### src/verilog/rx_wb_pkg.sv
// package: write-back descriptor field layout, codes and register map
package rx_wb_pkg;
    // hash type codes
    localparam logic [3:0] HASH_NONE = 4'h0;
    localparam logic [3:0] HASH_LAST_VALID = 4'h9;
    // packet type field positions
    localparam int PT_VLAN_BIT = 12;
    localparam int PT_L2_BIT = 11;
    localparam int PT_TCP_BIT = 4;
    localparam int PT_UDP_BIT = 5;
    localparam int PT_SCTP_BIT = 6;
    // extended status bit positions
    localparam int ST_DONE = 0;
    localparam int ST_EOP = 1;
    localparam int ST_VLAN_STRIP = 3;
    localparam int ST_UDP_DONE = 4;
    localparam int ST_L4_DONE = 5;
    localparam int ST_IP_DONE = 6;
    localparam int ST_INEXACT = 7;
    localparam int ST_OUTER_VLAN = 9;
    localparam int ST_FRAG_UDP = 10;
    localparam int ST_LLI = 11;
    localparam int ST_CRC_STRIP = 12;
    localparam int ST_INLINE_TS = 15;
    localparam int ST_SYNC_TS = 16;
    // extended error bit positions
    localparam int ER_DATA = 11;
    localparam int ER_IP = 10;
    localparam int ER_L4 = 9;
    localparam int ER_HDR_OVF = 3;
    // descriptor type select codes
    localparam logic [2:0] DT_SPLIT = 3'h2;
    localparam logic [2:0] DT_REPL = 3'h3;
    localparam logic [2:0] DT_REPL_LARGE = 3'h4;
    localparam logic [2:0] DT_SPLIT_ALWAYS = 3'h5;
    // inline timestamp size in bytes
    localparam logic [15:0] INLINE_TS_BYTES = 16'h0010;
    // apb register byte offsets
    localparam logic [11:0] REG_CTRL = 12'h000;
    localparam logic [11:0] REG_STATUS = 12'h004;
    localparam logic [11:0] REG_WORD0_LO = 12'h008;
    localparam logic [11:0] REG_WORD0_HI = 12'h00c;
    localparam logic [11:0] REG_WORD1_LO = 12'h010;
    localparam logic [11:0] REG_WORD1_HI = 12'h014;
    localparam logic [11:0] REG_COUNT = 12'h018;
    // control register bit positions and reset value
    localparam int CT_CSUM_DIS = 0;
    localparam int CT_IPP_EN = 1;
    localparam int CT_DVLAN = 2;
    localparam int CT_STRIP_CRC = 3;
    localparam int CT_TYPE_LSB = 4;
    localparam logic [31:0] CTRL_RESET = 32'h0000_0011;

    // per-descriptor facts from the parse, hash and checksum engines
    typedef struct packed {
        logic lastDesc;
        logic firstDesc;
        logic [3:0] hashType;
        logic [12:0] pktType;
        logic [9:0] hdrLen;
        logic hdrFits;
        logic [15:0] bufLen;
        logic [15:0] pktLen;
        logic [31:0] rssHash;
        logic [15:0] fragSum;
        logic [15:0] ipId;
        logic [15:0] vlanTag;
        logic vlanStrip;
        logic outerVlan;
        logic ipSumDone;
        logic ipSumBad;
        logic l4Done;
        logic l4Bad;
        logic udpSumDone;
        logic fragUdpHdr;
        logic inexact;
        logic lliHit;
        logic crcStripped;
        logic syncTs;
        logic inlineTs;
        logic dataErr;
        logic splitUsed;
    } rx_facts_t;

    typedef struct packed {
        logic [63:0] word1;
        logic [63:0] word0;
    } wb_desc_t;
endpackage : rx_wb_pkg

### src/verilog/rx_descriptor_writeback_format.sv
// module: advanced receive descriptor write-back assembler with apb view
//
// Summary of operation
// 4-bit hash type, 0 none, 1..9 hash kinds, A..F reserved.
// packet-type bit 12 flags a VLAN-tagged packet.
// bit 11 clear: bits 7:0 are header presence flags, 10:8 reserved.
// bit 11 set: low bits hold matched EtherType filter index.
// 10-bit header length valid only in first descriptor; software ignores later.
// inline timestamp adds 16 bytes to header and buffer lengths.
// replication mode sets split flag; length reports parsed header size.
// split flag when header found; always-use with zero length reports packet size.
// checksum enabled: fragment sum in 63:48, IP id in 47:32.
// checksum disable set: 32-bit hash fills the shared field.
// non-last descriptor: only done and end-of-packet (clear) meaningful.
// status bit 16 marks a sync packet timestamped in registers.
// status bit 15 marks timestamp placed in receive buffer.
// status bits 2, 8, 13, 14, 17, 18, 19 always zero.
// status bit 5 marks L4 check run, last descriptor only.
// status bit 9 marks outer VLAN, only with double VLAN enabled.
// status bit 10 marks nonzero UDP sum in first fragment; else clear.
// status bit 11 marks a low-latency interrupt hit.
// status bit 12 marks CRC stripped per strip control.
// error bits 11, 10, 9, 3 as data, IP, L4, header overflow.
// header overflow when header exceeds buffer, only with split flag.
// 16-bit buffer length incl CRC; small type-4 packet gives packet size.
// VLAN tag kept in network order: priority, CFI, identifier.
// done and end-of-packet together only when packet complete.
// descriptor built as two 64-bit words.
`timescale 1ns/1ps
module rx_descriptor_writeback_format
    import rx_wb_pkg::*;
(
    input wire logic mclk,
    input wire logic rst_n,
    input wire logic factsValid,
    input wire rx_wb_pkg::rx_facts_t facts,
    input wire logic [9:0] header_buffer_size,
    input wire logic psel,
    input wire logic penable,
    input wire logic pwrite,
    input wire logic [11:0] paddr,
    input wire logic [31:0] pwdata,
    output logic [31:0] prdata,
    output logic pready,
    output logic pslverr,
    output logic descValid,
    output rx_wb_pkg::wb_desc_t desc
);
    import rx_wb_pkg::*;

    logic [31:0] ctrl;
    logic [15:0] descCount;
    logic checksum_disable_ctl;
    logic ip_payload_sum_enable;
    logic double_vlan_enable;
    logic strip_crc_ctl;
    logic [2:0] descriptor_type_select;
    logic replMode;
    logic alwaysMode;
    logic header_overflow;
    logic split_header_flag;
    logic [9:0] parsed_header_length;
    logic [15:0] packet_buffer_length;
    logic [31:0] sharedField;
    logic [19:0] extStatus;
    logic [11:0] extError;
    logic [12:0] pktTypeOut;
    logic [3:0] hashOut;
    wb_desc_t next_desc;

    // control fields taken from the software control register
    assign checksum_disable_ctl = ctrl[CT_CSUM_DIS];
    assign ip_payload_sum_enable = ctrl[CT_IPP_EN];
    assign double_vlan_enable = ctrl[CT_DVLAN];
    assign strip_crc_ctl = ctrl[CT_STRIP_CRC];
    assign descriptor_type_select = ctrl[CT_TYPE_LSB +: 3];
    assign replMode = (descriptor_type_select == DT_REPL) ||
                      (descriptor_type_select == DT_REPL_LARGE);
    assign alwaysMode = (descriptor_type_select == DT_SPLIT_ALWAYS);

    // field assembly for one descriptor
    always_comb begin
        // reserved hash codes are reported as no hash
        hashOut = (facts.hashType > HASH_LAST_VALID) ? HASH_NONE : facts.hashType;
        pktTypeOut = facts.pktType;
        if (facts.pktType[PT_L2_BIT]) begin
            pktTypeOut[10:3] = 8'h00;
        end else begin
            pktTypeOut[10:8] = 3'h0;
        end
        pktTypeOut[PT_VLAN_BIT] = facts.pktType[PT_VLAN_BIT];
        // header overflow only when the header did not fit a used split buffer
        header_overflow = facts.splitUsed && !facts.hdrFits;
        split_header_flag = facts.splitUsed && (replMode || facts.hdrFits ||
                            alwaysMode || header_overflow);
        parsed_header_length = facts.hdrLen;
        packet_buffer_length = facts.bufLen;
        if (descriptor_type_select == DT_REPL_LARGE &&
            facts.pktLen < {6'h00, header_buffer_size}) begin
            packet_buffer_length = facts.pktLen;
        end
        if (alwaysMode && !split_header_flag && facts.bufLen == 16'h0000) begin
            parsed_header_length = facts.pktLen[9:0];
        end
        if (facts.inlineTs) begin
            parsed_header_length = parsed_header_length + INLINE_TS_BYTES[9:0];
            packet_buffer_length = packet_buffer_length + INLINE_TS_BYTES;
        end
        if (!facts.firstDesc) begin
            parsed_header_length = 10'h000;
        end
        // shared hash or fragment checksum word
        if (checksum_disable_ctl) begin
            sharedField = facts.rssHash;
        end else if (ip_payload_sum_enable) begin
            sharedField = {facts.fragSum, facts.ipId};
        end else begin
            sharedField = 32'h0000_0000;
        end
        // extended status; untouched bits stay reserved zero
        extStatus = 20'h00000;
        extStatus[ST_DONE] = 1'b1;
        extError = 12'h000;
        if (facts.lastDesc) begin
            extStatus[ST_EOP] = 1'b1;
            extStatus[ST_VLAN_STRIP] = facts.vlanStrip;
            extStatus[ST_UDP_DONE] = facts.udpSumDone;
            extStatus[ST_L4_DONE] = facts.l4Done && (facts.pktType[PT_TCP_BIT] ||
                facts.pktType[PT_UDP_BIT] || facts.pktType[PT_SCTP_BIT]);
            extStatus[ST_IP_DONE] = facts.ipSumDone;
            extStatus[ST_INEXACT] = facts.inexact;
            extStatus[ST_OUTER_VLAN] = facts.outerVlan && double_vlan_enable;
            extStatus[ST_FRAG_UDP] = facts.fragUdpHdr && (facts.fragSum != 16'h0000);
            extStatus[ST_LLI] = facts.lliHit;
            extStatus[ST_CRC_STRIP] = facts.crcStripped && strip_crc_ctl;
            extStatus[ST_INLINE_TS] = facts.inlineTs;
            extStatus[ST_SYNC_TS] = facts.syncTs;
            extError[ER_DATA] = facts.dataErr;
            extError[ER_IP] = facts.ipSumBad && facts.ipSumDone;
            extError[ER_L4] = facts.l4Bad && extStatus[ST_L4_DONE];
            extError[ER_HDR_OVF] = header_overflow && split_header_flag;
        end // else only done set, end-of-packet clear
        next_desc.word0 = {sharedField, split_header_flag, parsed_header_length,
                           4'h0, pktTypeOut, hashOut};
        next_desc.word1 = {facts.vlanTag, packet_buffer_length, extError,
                           extStatus};
    end

    // descriptor output register
    always_ff @(posedge mclk) begin
        if (!rst_n) begin
            desc <= '0;
            descValid <= 1'b0;
        end else begin
            descValid <= factsValid;
            if (factsValid) begin
                desc <= next_desc;
            end
        end
    end

    // written descriptor counter
    always_ff @(posedge mclk) begin
        if (!rst_n) begin
            descCount <= 16'h0000;
        end else if (factsValid) begin
            descCount <= descCount + 16'h0001;
        end
    end

    // apb control register write
    always_ff @(posedge mclk) begin
        if (!rst_n) begin
            ctrl <= CTRL_RESET;
        end else if (psel && penable && pwrite && paddr == REG_CTRL) begin
            ctrl <= pwdata;
        end
    end

    // apb read and response, one access cycle
    always_ff @(posedge mclk) begin
        if (!rst_n) begin
            prdata <= 32'h0000_0000;
            pready <= 1'b0;
            pslverr <= 1'b0;
        end else begin
            pready <= psel && !penable;
            pslverr <= 1'b0;
            prdata <= 32'h0000_0000;
            if (psel && !penable) begin
                if (paddr == REG_CTRL) begin
                    prdata <= ctrl;
                end else if (paddr == REG_STATUS) begin
                    prdata <= {31'h0, descValid};
                end else if (paddr == REG_WORD0_LO) begin
                    prdata <= desc.word0[31:0];
                end else if (paddr == REG_WORD0_HI) begin
                    prdata <= desc.word0[63:32];
                end else if (paddr == REG_WORD1_LO) begin
                    prdata <= desc.word1[31:0];
                end else if (paddr == REG_WORD1_HI) begin
                    prdata <= desc.word1[63:32];
                end else if (paddr == REG_COUNT) begin
                    prdata <= {16'h0000, descCount};
                end else begin
                    pslverr <= 1'b1;
                end
            end
        end
    end

    // reserved status bits never set
    reserved_zero_a: assert property (@(posedge mclk) disable iff (!rst_n)
        descValid |-> (desc.word1[19:17] == 3'h0 && desc.word1[14:13] == 2'h0 &&
                       desc.word1[8] == 1'b0 && desc.word1[2] == 1'b0))
        else $error("reserved status bit set");
    // non-last descriptor has only done
    nonlast_status_a: assert property (@(posedge mclk) disable iff (!rst_n)
        factsValid && !facts.lastDesc |=> desc.word1[19:0] == 20'h00001)
        else $error("non-last status wrong");
    // done and end together on last
    last_done_a: assert property (@(posedge mclk) disable iff (!rst_n)
        factsValid && facts.lastDesc |=> desc.word1[1:0] == 2'h3)
        else $error("last descriptor not complete");
    // hash selected by checksum disable
    hash_select_a: assert property (@(posedge mclk) disable iff (!rst_n)
        factsValid && checksum_disable_ctl |=> desc.word0[63:32] == $past(facts.rssHash))
        else $error("hash not written");
    // fragment checksum placement
    frag_sum_a: assert property (@(posedge mclk) disable iff (!rst_n)
        factsValid && !checksum_disable_ctl && ip_payload_sum_enable
        |=> desc.word0[63:48] == $past(facts.fragSum) &&
            desc.word0[47:32] == $past(facts.ipId))
        else $error("fragment checksum misplaced");
    // reserved hash codes absent
    hash_code_a: assert property (@(posedge mclk) disable iff (!rst_n)
        descValid |-> desc.word0[3:0] <= HASH_LAST_VALID)
        else $error("reserved hash code");
    // outer vlan gated by control
    outer_vlan_a: assert property (@(posedge mclk) disable iff (!rst_n)
        factsValid && !double_vlan_enable |=> !desc.word1[ST_OUTER_VLAN])
        else $error("outer vlan without control");
    // overflow only with split flag
    overflow_split_a: assert property (@(posedge mclk) disable iff (!rst_n)
        descValid && desc.word1[32 + ER_HDR_OVF - 12] |-> desc.word0[31])
        else $error("overflow without split");
    // apb answers one cycle after setup
    apb_ready_a: assert property (@(posedge mclk) disable iff (!rst_n)
        psel && !penable |=> pready)
        else $error("apb not ready");
endmodule : rx_descriptor_writeback_format

### config.mk
export PLATFORM = sky130hd
export DESIGN_NAME = rx_descriptor_writeback_format
export DESIGN_NICKNAME = d
export VERILOG_FILES = /design/src/verilog/rx_wb_pkg.sv /design/src/verilog/rx_descriptor_writeback_format.sv
export SDC_FILE = /design/constraint.sdc
export NUM_CORES = 1
export LEC_CHECK = 0
export BUFFER_PORTS_ARGS = -buffer_cell sky130_fd_sc_hd__buf_2
export CORE_MARGIN = 2
export CORE_UTILIZATION = 30
export CTS_CLUSTER_SIZE = 10
export DETAILED_ROUTE_END_ITERATION = 8
export PLACE_DENSITY = 0.65
export SYNTH_ARGS = -nofsm -noshare
export SYNTH_HDL_FRONTEND = slang
export SYNTH_SLANG_ARGS = --single-unit
### constraint.sdc
create_clock -name mclk -period 4.17 [get_ports mclk]
set_input_delay 0.834 -clock mclk [delete_from_list [all_inputs] [get_ports mclk]]
set_output_delay 0.834 -clock mclk [all_outputs]
set_load 0.02 [all_outputs]
After elaboration in Yosys (flattened, before gate mapping):

Index checks and enable logic that the tools add are counted.

* bits in registers: 189
* logic and storage cells: 77

* reduce and logical (&&, ||, !) cells: 30
* equality and inequality tests: 9
* add/sub/neg operators: 3
* mux-type cells: 23
* $lt $le $gt $ge: 2
* bitwise logic cells: 2

Operator list (count)
* two-way mux 32 bit: 8
* two-way mux 16 bit: 3
* == test 12 x 5 -> 1 bit (second input constant): 3
* two-way mux 10 bit: 3
* == test 12 x 4 -> 1 bit (second input constant): 2
* adder 16 x 1 -> 16 bit (second input constant): 1
* adder 16 x 5 -> 16 bit (second input constant): 1
* logical AND 1 bit: 16
* logical NOT 16 bit: 1
* < comparator 16 x 10 -> 1 bit: 1
* nonzero test 16 bit: 1
* == test 12 x 3 -> 1 bit (second input constant): 1
* logical NOT 12 bit: 1
* adder 10 x 5 -> 10 bit (second input constant): 1
* two-way mux 5 bit: 2
* two-way mux 4 bit: 2
* OR reduction 8 bit: 1
* == test 3 bit (second input constant): 2
* logical OR 1 bit: 6
* > comparator 4 bit (second input constant): 1
* == test 3 x 2 -> 1 bit (second input constant): 1
* logical NOT 1 bit: 3
* two-way mux 1 bit: 3
* two-way mux 3 bit: 1
* 3 further kinds: 4

Depth between registers and ports, before layout:

Gate-level depths: netlist (run 1).

* word-level depth: 13
* mapped depth: 15

Least setup slack after synthesis (run 1):

OpenSTA, ideal clock, no wires.

* path kind: input-to-reg
* from: in header_buffer_size[9]
* to: reg desc[108] (netlist bit)
* stages: 15
* buffers on the path: 1
* library setup time: 0.076 ns
* arrival time: 3.413 ns
* data required time: 4.094 ns
* slack: 0.681 ns
* cell sequence: inv_1 > ha_1 > a211oi_1 > nand4_1 > a2111oi_0 > a21oi_1 > buf_1 > mux2_2 > ha_1 > and3_1 > nand2b_1 > nor2_1 > xor2_1 > nand3_1 > a21boi_0

* longest elaborated chain between the ends: 5

RTL lines
* start, declared: line rx_descriptor_writeback_format.sv:37 `input wire logic [9:0] header_buffer_size,`
* < comparator 16 x 10 -> 1 bit *: line rx_descriptor_writeback_format.sv:99 `facts.pktLen < {6'h00, header_buffer_size}) begin`
* logical AND 1 bit *: line rx_descriptor_writeback_format.sv:98 `if (descriptor_type_select == DT_REPL_LARGE &&`
* two-way mux 16 bit *: line rx_descriptor_writeback_format.sv:98
* adder 16 x 5 -> 16 bit: line rx_descriptor_writeback_format.sv:107 `packet_buffer_length = packet_buffer_length + INLINE_TS_BYTES;`
* two-way mux 16 bit *: line rx_descriptor_writeback_format.sv:105 `if (facts.inlineTs) begin`
* end signal, assigned: line rx_descriptor_writeback_format.sv:157 `desc <= next_desc;`
* end, declared: line rx_descriptor_writeback_format.sv:47 `output rx_wb_pkg::wb_desc_t desc`

Mark *: on every way between the ends. The rest lies on a longest branch, timed or not.
A chain may end at the register's enable or synchronous reset.

Worst setup path after layout (run 1):

* from: in facts[104] (netlist bit)
* to: reg desc[110] (netlist bit)

* longest elaborated chain between the ends: 5

RTL lines
* start, declared: line rx_descriptor_writeback_format.sv:36 `input wire rx_wb_pkg::rx_facts_t facts,`
* < comparator 16 x 10 -> 1 bit: line rx_descriptor_writeback_format.sv:99
* logical AND 1 bit: line rx_descriptor_writeback_format.sv:98
* two-way mux 16 bit *: line rx_descriptor_writeback_format.sv:98
* adder 16 x 5 -> 16 bit: line rx_descriptor_writeback_format.sv:107
* two-way mux 16 bit *: line rx_descriptor_writeback_format.sv:105

Marks and branches as above.

==> results of run 1 <==
-- metrics by stage --
stage | cells | util, %
finish | 1752 | 39.4
detailed placement | 1716 | 37.5
global placement | 1716 | 37.5
CTS | 1748 | 39.4
floorplan | 1040 | -
global route | 1750 | 39.4
-- state kept, by name, summed over array words and instances (netlist names) --
name	cells
descCount	16
pready	1
ctrl	32
pslverr	1
prdata	32
descValid	1
desc	106
-- cell families after synthesis --
kind of cell | count (synthesis) | share of synthesized area (%)
flops | 189 | 42.2
xor+xnor | 25 | 2.44
buf+inv | 112 | 5.81
simple gates | 354 | 19.3
other cells | 1 | 0.0419
compound gates | 281 | 23.1
fa+ha+maj | 12 | 1.68
mux | 45 | 5.36
-- worst paths after layout --
kind	cells past startpoint	to	slack [ns]	from
setup / recovery	14	desc[110]$_SDFFE_PN0P_	0.79	facts[104]
hold reg to reg	2	ctrl[20]$_SDFFE_PN0P_	0.46	ctrl[20]$_SDFFE_PN0P_
setup reg to reg	12	desc[110]$_SDFFE_PN0P_	0.87	ctrl[6]$_SDFFE_PN0P_
hold / removal	2	ctrl[20]$_SDFFE_PN0P_	0.46	ctrl[20]$_SDFFE_PN0P_
-- worst max-delay path: stages --
cell and delay (ns):
buf_2 0.14, ha_1 0.31, a211oi_1 0.20, nand4_1 0.15
a2111oi_0 0.61, a21oi_2 0.16, mux2_2 0.32, ha_1 0.24
and3_1 0.20, nand2b_1 0.13, nor2_1 0.06, xor2_1 0.13
nand3_1 0.09, a21boi_0 0.17
-- synth_stat cells, types with 3 or more instances --
cell type	count
a211oi_1	3
a21boi_0	14
a21boi_1	28
a21o_1	3
a21oi_1	51
a221o_1	11
a222oi_1	19
a22o_1	11
a22oi_1	44
a2bb2oi_1	4
a32o_1	5
and2_1	12
and3_1	9
buf_2	5
buf_4	25
clkbuf_1	64
dfxtp_1	189
ha_1	12
inv_1	16
mux2_2	4
mux2i_1	39
nand2_1	163
nand2b_1	17
nand3_1	17
nand3b_1	4
nand4_1	14
nor2_1	34
nor2b_1	39
nor3_1	12
nor4_1	10
o211a_1	32
o21ai_0	42
or3_1	11
xnor2_1	18
xor2_1	7
-- layer usage --
metal / share of wire (%) / wire [µm] / up-vias / track usage (%)
met3: 8.5 / 3150 / 57 / 5.54
met2: 47 / 17300 / 455 / 37.4
met4: 3.0 / 1130 / 8 / 9.02
met1: 42 / 15400 / 4345 / 29.2
li1: - / - / 4291 / -
met5: 0.13 / 48 / - / 0
-- cell type report --
cell class | count | area share (%)
multi-input cells | 739 | 40.9
well taps | 390 | 4.19
repair buffers | 382 | 17.1
clock inverters | 13 | 0.934
flip-flops and latches | 189 | 32.5
clock buffers | 19 | 3.89
inverters | 16 | 0.515
diodes | 4 | 0.0859
-- power by group through the flow --
stage	logic, mW	clock network, mW	registers, mW
floorplan	0.226	0	2.02
global placement	0.526	0	1.99
detailed placement	0.532	0	1.99
CTS	0.533	1.60	1.94
global route	0.576	1.68	1.95
finish	0.531	1.57	1.94
==> results.json, run 1 <==
{
  "htree_num_levels": 4,
  "hold_buffers": 0,
  "pwr-share-comb_pct": 13.1,
  "tns_ns": 0,
  "endpoint_kind": "register",
  "p_switching_mw": 1.16,
  "fmax_mhz": 296,
  "antenna_found_initial": 8,
  "critPathMaxFanout": 6,
  "synth_area_leaders": "dfxtp_1 (42%), nand2_1 (6.8%), mux2i_1 (4.4%)",
  "power_mw": 4.05,
  "required_ns": 4.54,
  "final_common_cell": "buf_2",
  "post-place-ws_ns": 0.341,
  "cell_internal_pwr_mw": 2.89,
  "coreArea_um2": 29600,
  "gr-total-overflow": 0,
  "powerDensity_nw_per_um2": 347,
  "io-pin-count": 380,
  "finalMaxSlewViolations": 0,
  "fill_cells": 3037,
  "route.detailed.drc": 0,
  "yosysWarningCount": 0,
  "vias_per_cell": 5.23,
  "timing.final.crit_share_pct": 81.1,
  "multi_input_area_um2": 4760,
  "cts_buffer_depth": 2,
  "ys_ff_latch": 189,
  "cts-root-buf": "clkbuf_16",
  "cts_sinks": 189,
  "die_x_um": 177,
  "initial_core_util_pct": 30.3,
  "crit_type": "in -> reg",
  "grt_pass1_wl_um": 52700,
  "first_global_vias": 8438,
  "swShare_pct": 28.6,
  "track_usage_pct": 23.0,
  "start_kind": "input pin",
  "async_flop_share_pct": 0,
  "drv_cap": 0,
  "drt_first_pass_iters": 5,
  "layout_common_cells": "buf_2 (352), dfxtp_1 (189), nand2_1 (163)",
  "vias": 9156,
  "p_seq_share_pct": 48.0,
  "yosysTopAreaCell": "dfxtp_1",
  "row_count": 63,
  "grt_max_degree": 72,
  "drive_gt1_share_pct": 31.7,
  "hold-worst-slack_ns": 0.457,
  "post-route-min-period_ns": 3.38,
  "ys.flop_type": "dfxtp_1",
  "worst_pin_slew_ns": 0.936,
  "syn_inst": 1019,
  "post_cts_buffers": 0,
  "dp_hpwl_um": 28400,
  "p_leak_nw": 5.38,
  "postRouteAntennaNets": 0,
  "pwr-share-clk_pct": 38.8,
  "portBuffers": 354,
  "gp_congestion": 0.864,
  "ys_seq_area_share_pct": 42.2,
  "wl_per_cell_um": 21.1,
  "grt_setup_unrepaired": "no",
  "synth.top_cell.area_share_pct": 42.2,
  "syn_area_um2": 8960,
  "totalWireLength_um": 37000,
  "clkLatencyLatePin_ns": 0.44,
  "setup_viol": 0,
  "hold_viol_final": 0,
  "vdd_drop_max_v": 0.000231,
  "ctsResizeCount": 0,
  "final.setup.worst_slack_ns": 0.786,
  "synth_edf_count": 0,
  "clk_pin_slew_ns": 0.08,
  "relSlewSlack_pct": 37.4,
  "fin_skew_ns": 0.00761,
  "dpl_cell_area_um2": 11100,
  "synth.distinct_cells": 59,
  "regArea_um2": 3780,
  "min_path_type": "reg -> reg",
  "critical_path_arrival_ns": 3.75,
  "cts_inserted_buffers": 17,
  "nNetsFinal": 1574,
  "die_h_um": 177,
  "dieArea_um2": 31300,
  "syn2layout_area_growth_pct": 30.1,
  "avgSynthCellArea_um2": 8.79,
  "drtIter0Drc": 693,
  "cts_tree": "built",
  "status": "finished clean",
  "finish.instance_area_um2": 11700
}
(Power assumes the default switching activity.)
==> run 2: changes to the inputs <==
ABC_AREA = 1   (was not set)
PLACE_DENSITY = 0.67   (was 0.65)
clock period = 2.9 ns   (was 4.17 ns; I/O delays follow)
==> run 2 against run 1 <==
Net effect:
- non-clock buffer count increased by 21
- power grew 50%
- sequential power up 43%
- clock power grew 61%
- die area grew 0.98%
- clock skew grew 0.0073 ns
- synthesized area grew 1.0%
- critical endpoint unchanged
- synthesized cell count increased by 18%
- critical path depth up 4
- first-iteration DRC count down 2.5%
- global-route usage increased by 1.7 points
==> results.json, run 2 <==
{
  "status": "finished clean",
  "die_h_um": 178,
  "cts_buffer_depth": 2,
  "htree_num_levels": 4,
  "synth_edf_count": 0,
  "syn_area_um2": 9050,
  "tns_ns": 0,
  "top_layer": "met5",
  "grt_setup_unrepaired": "no",
  "track_usage_pct": 24.7,
  "ys_seq_area_share_pct": 41.8,
  "portBuffers": 354,
  "start_kind": "input pin",
  "drive_gt1_share_pct": 32.0,
  "drv_cap": 0,
  "relSlewSlack_pct": 33.1,
  "route.detailed.drc": 0,
  "async_flop_share_pct": 0,
  "vias": 9863,
  "cts_sinks": 189,
  "clkLatencyLatePin_ns": 0.44,
  "clk_pin_slew_ns": 0.08,
  "regArea_um2": 3780,
  "vdd_drop_max_v": 0.000382,
  "route.met3.wl_um": 3000,
  "synthTopCellsByCount": "nand2_1 (263), dfxtp_1 (189), a21oi_1 (123), inv_1 (122), o21ai_0 (88)",
  "p_seq_share_pct": 45.7,
  "coreArea_um2": 29600,
  "grt_max_degree": 42,
  "final_common_cell": "buf_2",
  "min_path_type": "in -> reg",
  "finalMaxSlewViolations": 0,
  "critPathMaxFanout": 7,
  "hold-worst-slack_ns": 0.343,
  "critical_path_arrival_ns": 2.68,
  "met2WireLength_um": 19200,
  "syn2layout_area_growth_pct": 31.8,
  "drt-met1-wl_um": 16700,
  "setup_viol": 0,
  "endpoint_kind": "register",
  "layout_common_cells": "buf_2 (354), nand2_1 (263), dfxtp_1 (189)",
  "ys_ff_latch": 189,
  "drtIter0Drc": 676,
  "p_leak_nw": 5.42,
  "powerDensity_nw_per_um2": 508,
  "cts_tree": "built",
  "worst_pin_slew_ns": 1.00,
  "synth.distinct_cells": 55,
  "nNetsFinal": 1791,
  "yosysWarningCount": 0,
  "first_global_vias": 9304,
  "totalWireLength_um": 40200,
  "vias_per_cell": 5.02,
  "timing.final.crit_share_pct": 80.6,
  "path_cells": "buf_2, ha_1, a21oi_1, o21a_1, nand2_1, nand2_2, nand3_1, nand2_2, ha_1, nand2_1, inv_1, nand3_1, nor2_2, nand4_1, nand2_1, nand3_1, nand2_1, inv_1",
  "multi_input_area_um2": 4350,
  "wl_per_cell_um": 20.5,
  "synth.top_cell.area_share_pct": 41.8,
  "die_x_um": 178,
  "syn_inst": 1202,
  "io-pin-count": 380,
  "cts_inserted_buffers": 17,
  "crit_top_cell": "nand2_1",
  "top_register": "desc",
  "r2r-start": "ctrl[6]$_SDFFE_PN0P_",
  "required_ns": 3.24,
  "hold_viol_final": 0,
  "crit_slowest_cell": "ha_1",
  "fmax_mhz": 428,
  "antenna_found_initial": 3,
  "path_buf_inv": 3,
  "swShare_pct": 30.3,
  "pwr-share-clk_pct": 41.6,
  "ctsResizeCount": 0,
  "hold_buffers": 0,
  "reg.largest.list": "desc: 106 flops, ctrl: 32 flops, prdata: 32 flops",
  "crit_start": "facts[100]",
  "ys.flop_type": "dfxtp_1",
  "cell_internal_pwr_mw": 4.22,
  "cp_top_family": "simple AND/OR/NAND/NOR gates",
  "post_cts_buffers": 0,
  "post-route-min-period_ns": 2.34,
  "synth_area_leaders": "dfxtp_1 (42%), nand2_1 (11%), a21oi_1 (6.8%)",
  "pwr-share-comb_pct": 12.7,
  "drt_first_pass_iters": 6,
  "synth.most_common_cell": "nand2_1",
  "postRouteAntennaNets": 0,
  "p_switching_mw": 1.84,
  "largest_reg_flops": 106,
  "gp_congestion": 0.908,
  "grt_pass1_wl_um": 56900,
  "dp_hpwl_um": 32300,
  "gr-total-overflow": 0,
  "avgSynthCellArea_um2": 7.53,
  "slowest_delay_ns": 0.31,
  "crit_type": "in -> reg",
  "yosysTopAreaCell": "dfxtp_1",
  "fill_cells": 3105,
  "row_count": 63,
  "hp-start": "facts[28]",
  "initial_core_util_pct": 30.5,
  "fin_skew_ns": 0.0149,
  "dieArea_um2": 31600,
  "cts-root-buf": "clkbuf_16"
}
==> run 2: cell count changes after synthesis, sizes merged, moves of 27 or more <==
cell and delta:
nand3 +27, nor2 +35, nand2 +121, a21oi +73, mux2i -38, nor2b -39
o211a -32, clkbuf -27, a21boi -41, a22oi -44, o21ai +55, inv +117
==> run 2: layer usage <==
layer	vias up	GRT usage [%]
met5	-	0
met4	4	8.91
met3	59	4.43
met2	452	42.6
met1	4580	30.6
li1	4768	-
==> run 2: worst paths after layout <==
path / endpoint / slack [ns] / depth (start not counted)
worst max-delay path: desc[110]$_SDFFE_PN0P_ / 0.56 / 18
worst min-delay path: desc[125]$_SDFFE_PN0P_ / 0.34 / 3
worst max register to register: desc[110]$_SDFFE_PN0P_ / 0.62 / 16
worst min register to register: ctrl[18]$_SDFFE_PN0P_ / 0.46 / 2
==> run 2: cells by family (layout without fill, tap and decap cells) <==
family / count (synthesis) / count (layout) / synth area share (%)
AOI/OAI and AO/OA: 333 / 333 / 22.6
adders and majority gates: 12 / 12 / 1.66
buffers and inverters: 220 / 572 / 11.1
DFF: 189 / 189 / 41.8
muxes: 1 / 1 / 0.111
other: 1 / 23 / 0.0414
and+or+nand+nor: 446 / 446 / 22.6
==> run 2: area by class of cell <==
type / count / area share (%)
clock inverters: 15 / 1.80
repair buffers: 403 / 18.0
clock buffers: 17 / 3.57
flip-flops and latches: 189 / 31.7
multi-input cells: 814 / 36.4
well taps: 390 / 4.09
inverters: 137 / 4.33
diodes: 1 / 0.0210
==> run 2: tightest hold or removal path: stages <==
cell     delay (ns)
buf_2          0.08
nand2_1        0.04
nand2_1        0.05
==> run 2: metrics by stage <==
stage                     worst slack, ns  instances  power, mW  util, %  instance area [µm²]
final                               0.563       1966       6.06     40.3                11900
after global routing                0.300       1965       6.27     40.2                11900
after CTS                           0.577       1965       6.10     40.2                11900
after detailed placement            0.109       1933       3.60     38.1                11300
after global placement              0.112       1933       3.59     38.1                11300
after floorplan                     0.418       1223       3.20        -                 9130
==> run 2: power groups by stage <==
stage,Combinational (mW),Clock [mW],Sequential [mW]
2_1_floorplan,0.310,0,2.89
3_3_place_gp,0.766,0,2.83
6_report,0.772,2.52,2.77
4_1_cts,0.775,2.56,2.76
5_1_grt,0.841,2.65,2.77
3_5_place_dp,0.771,0,2.83
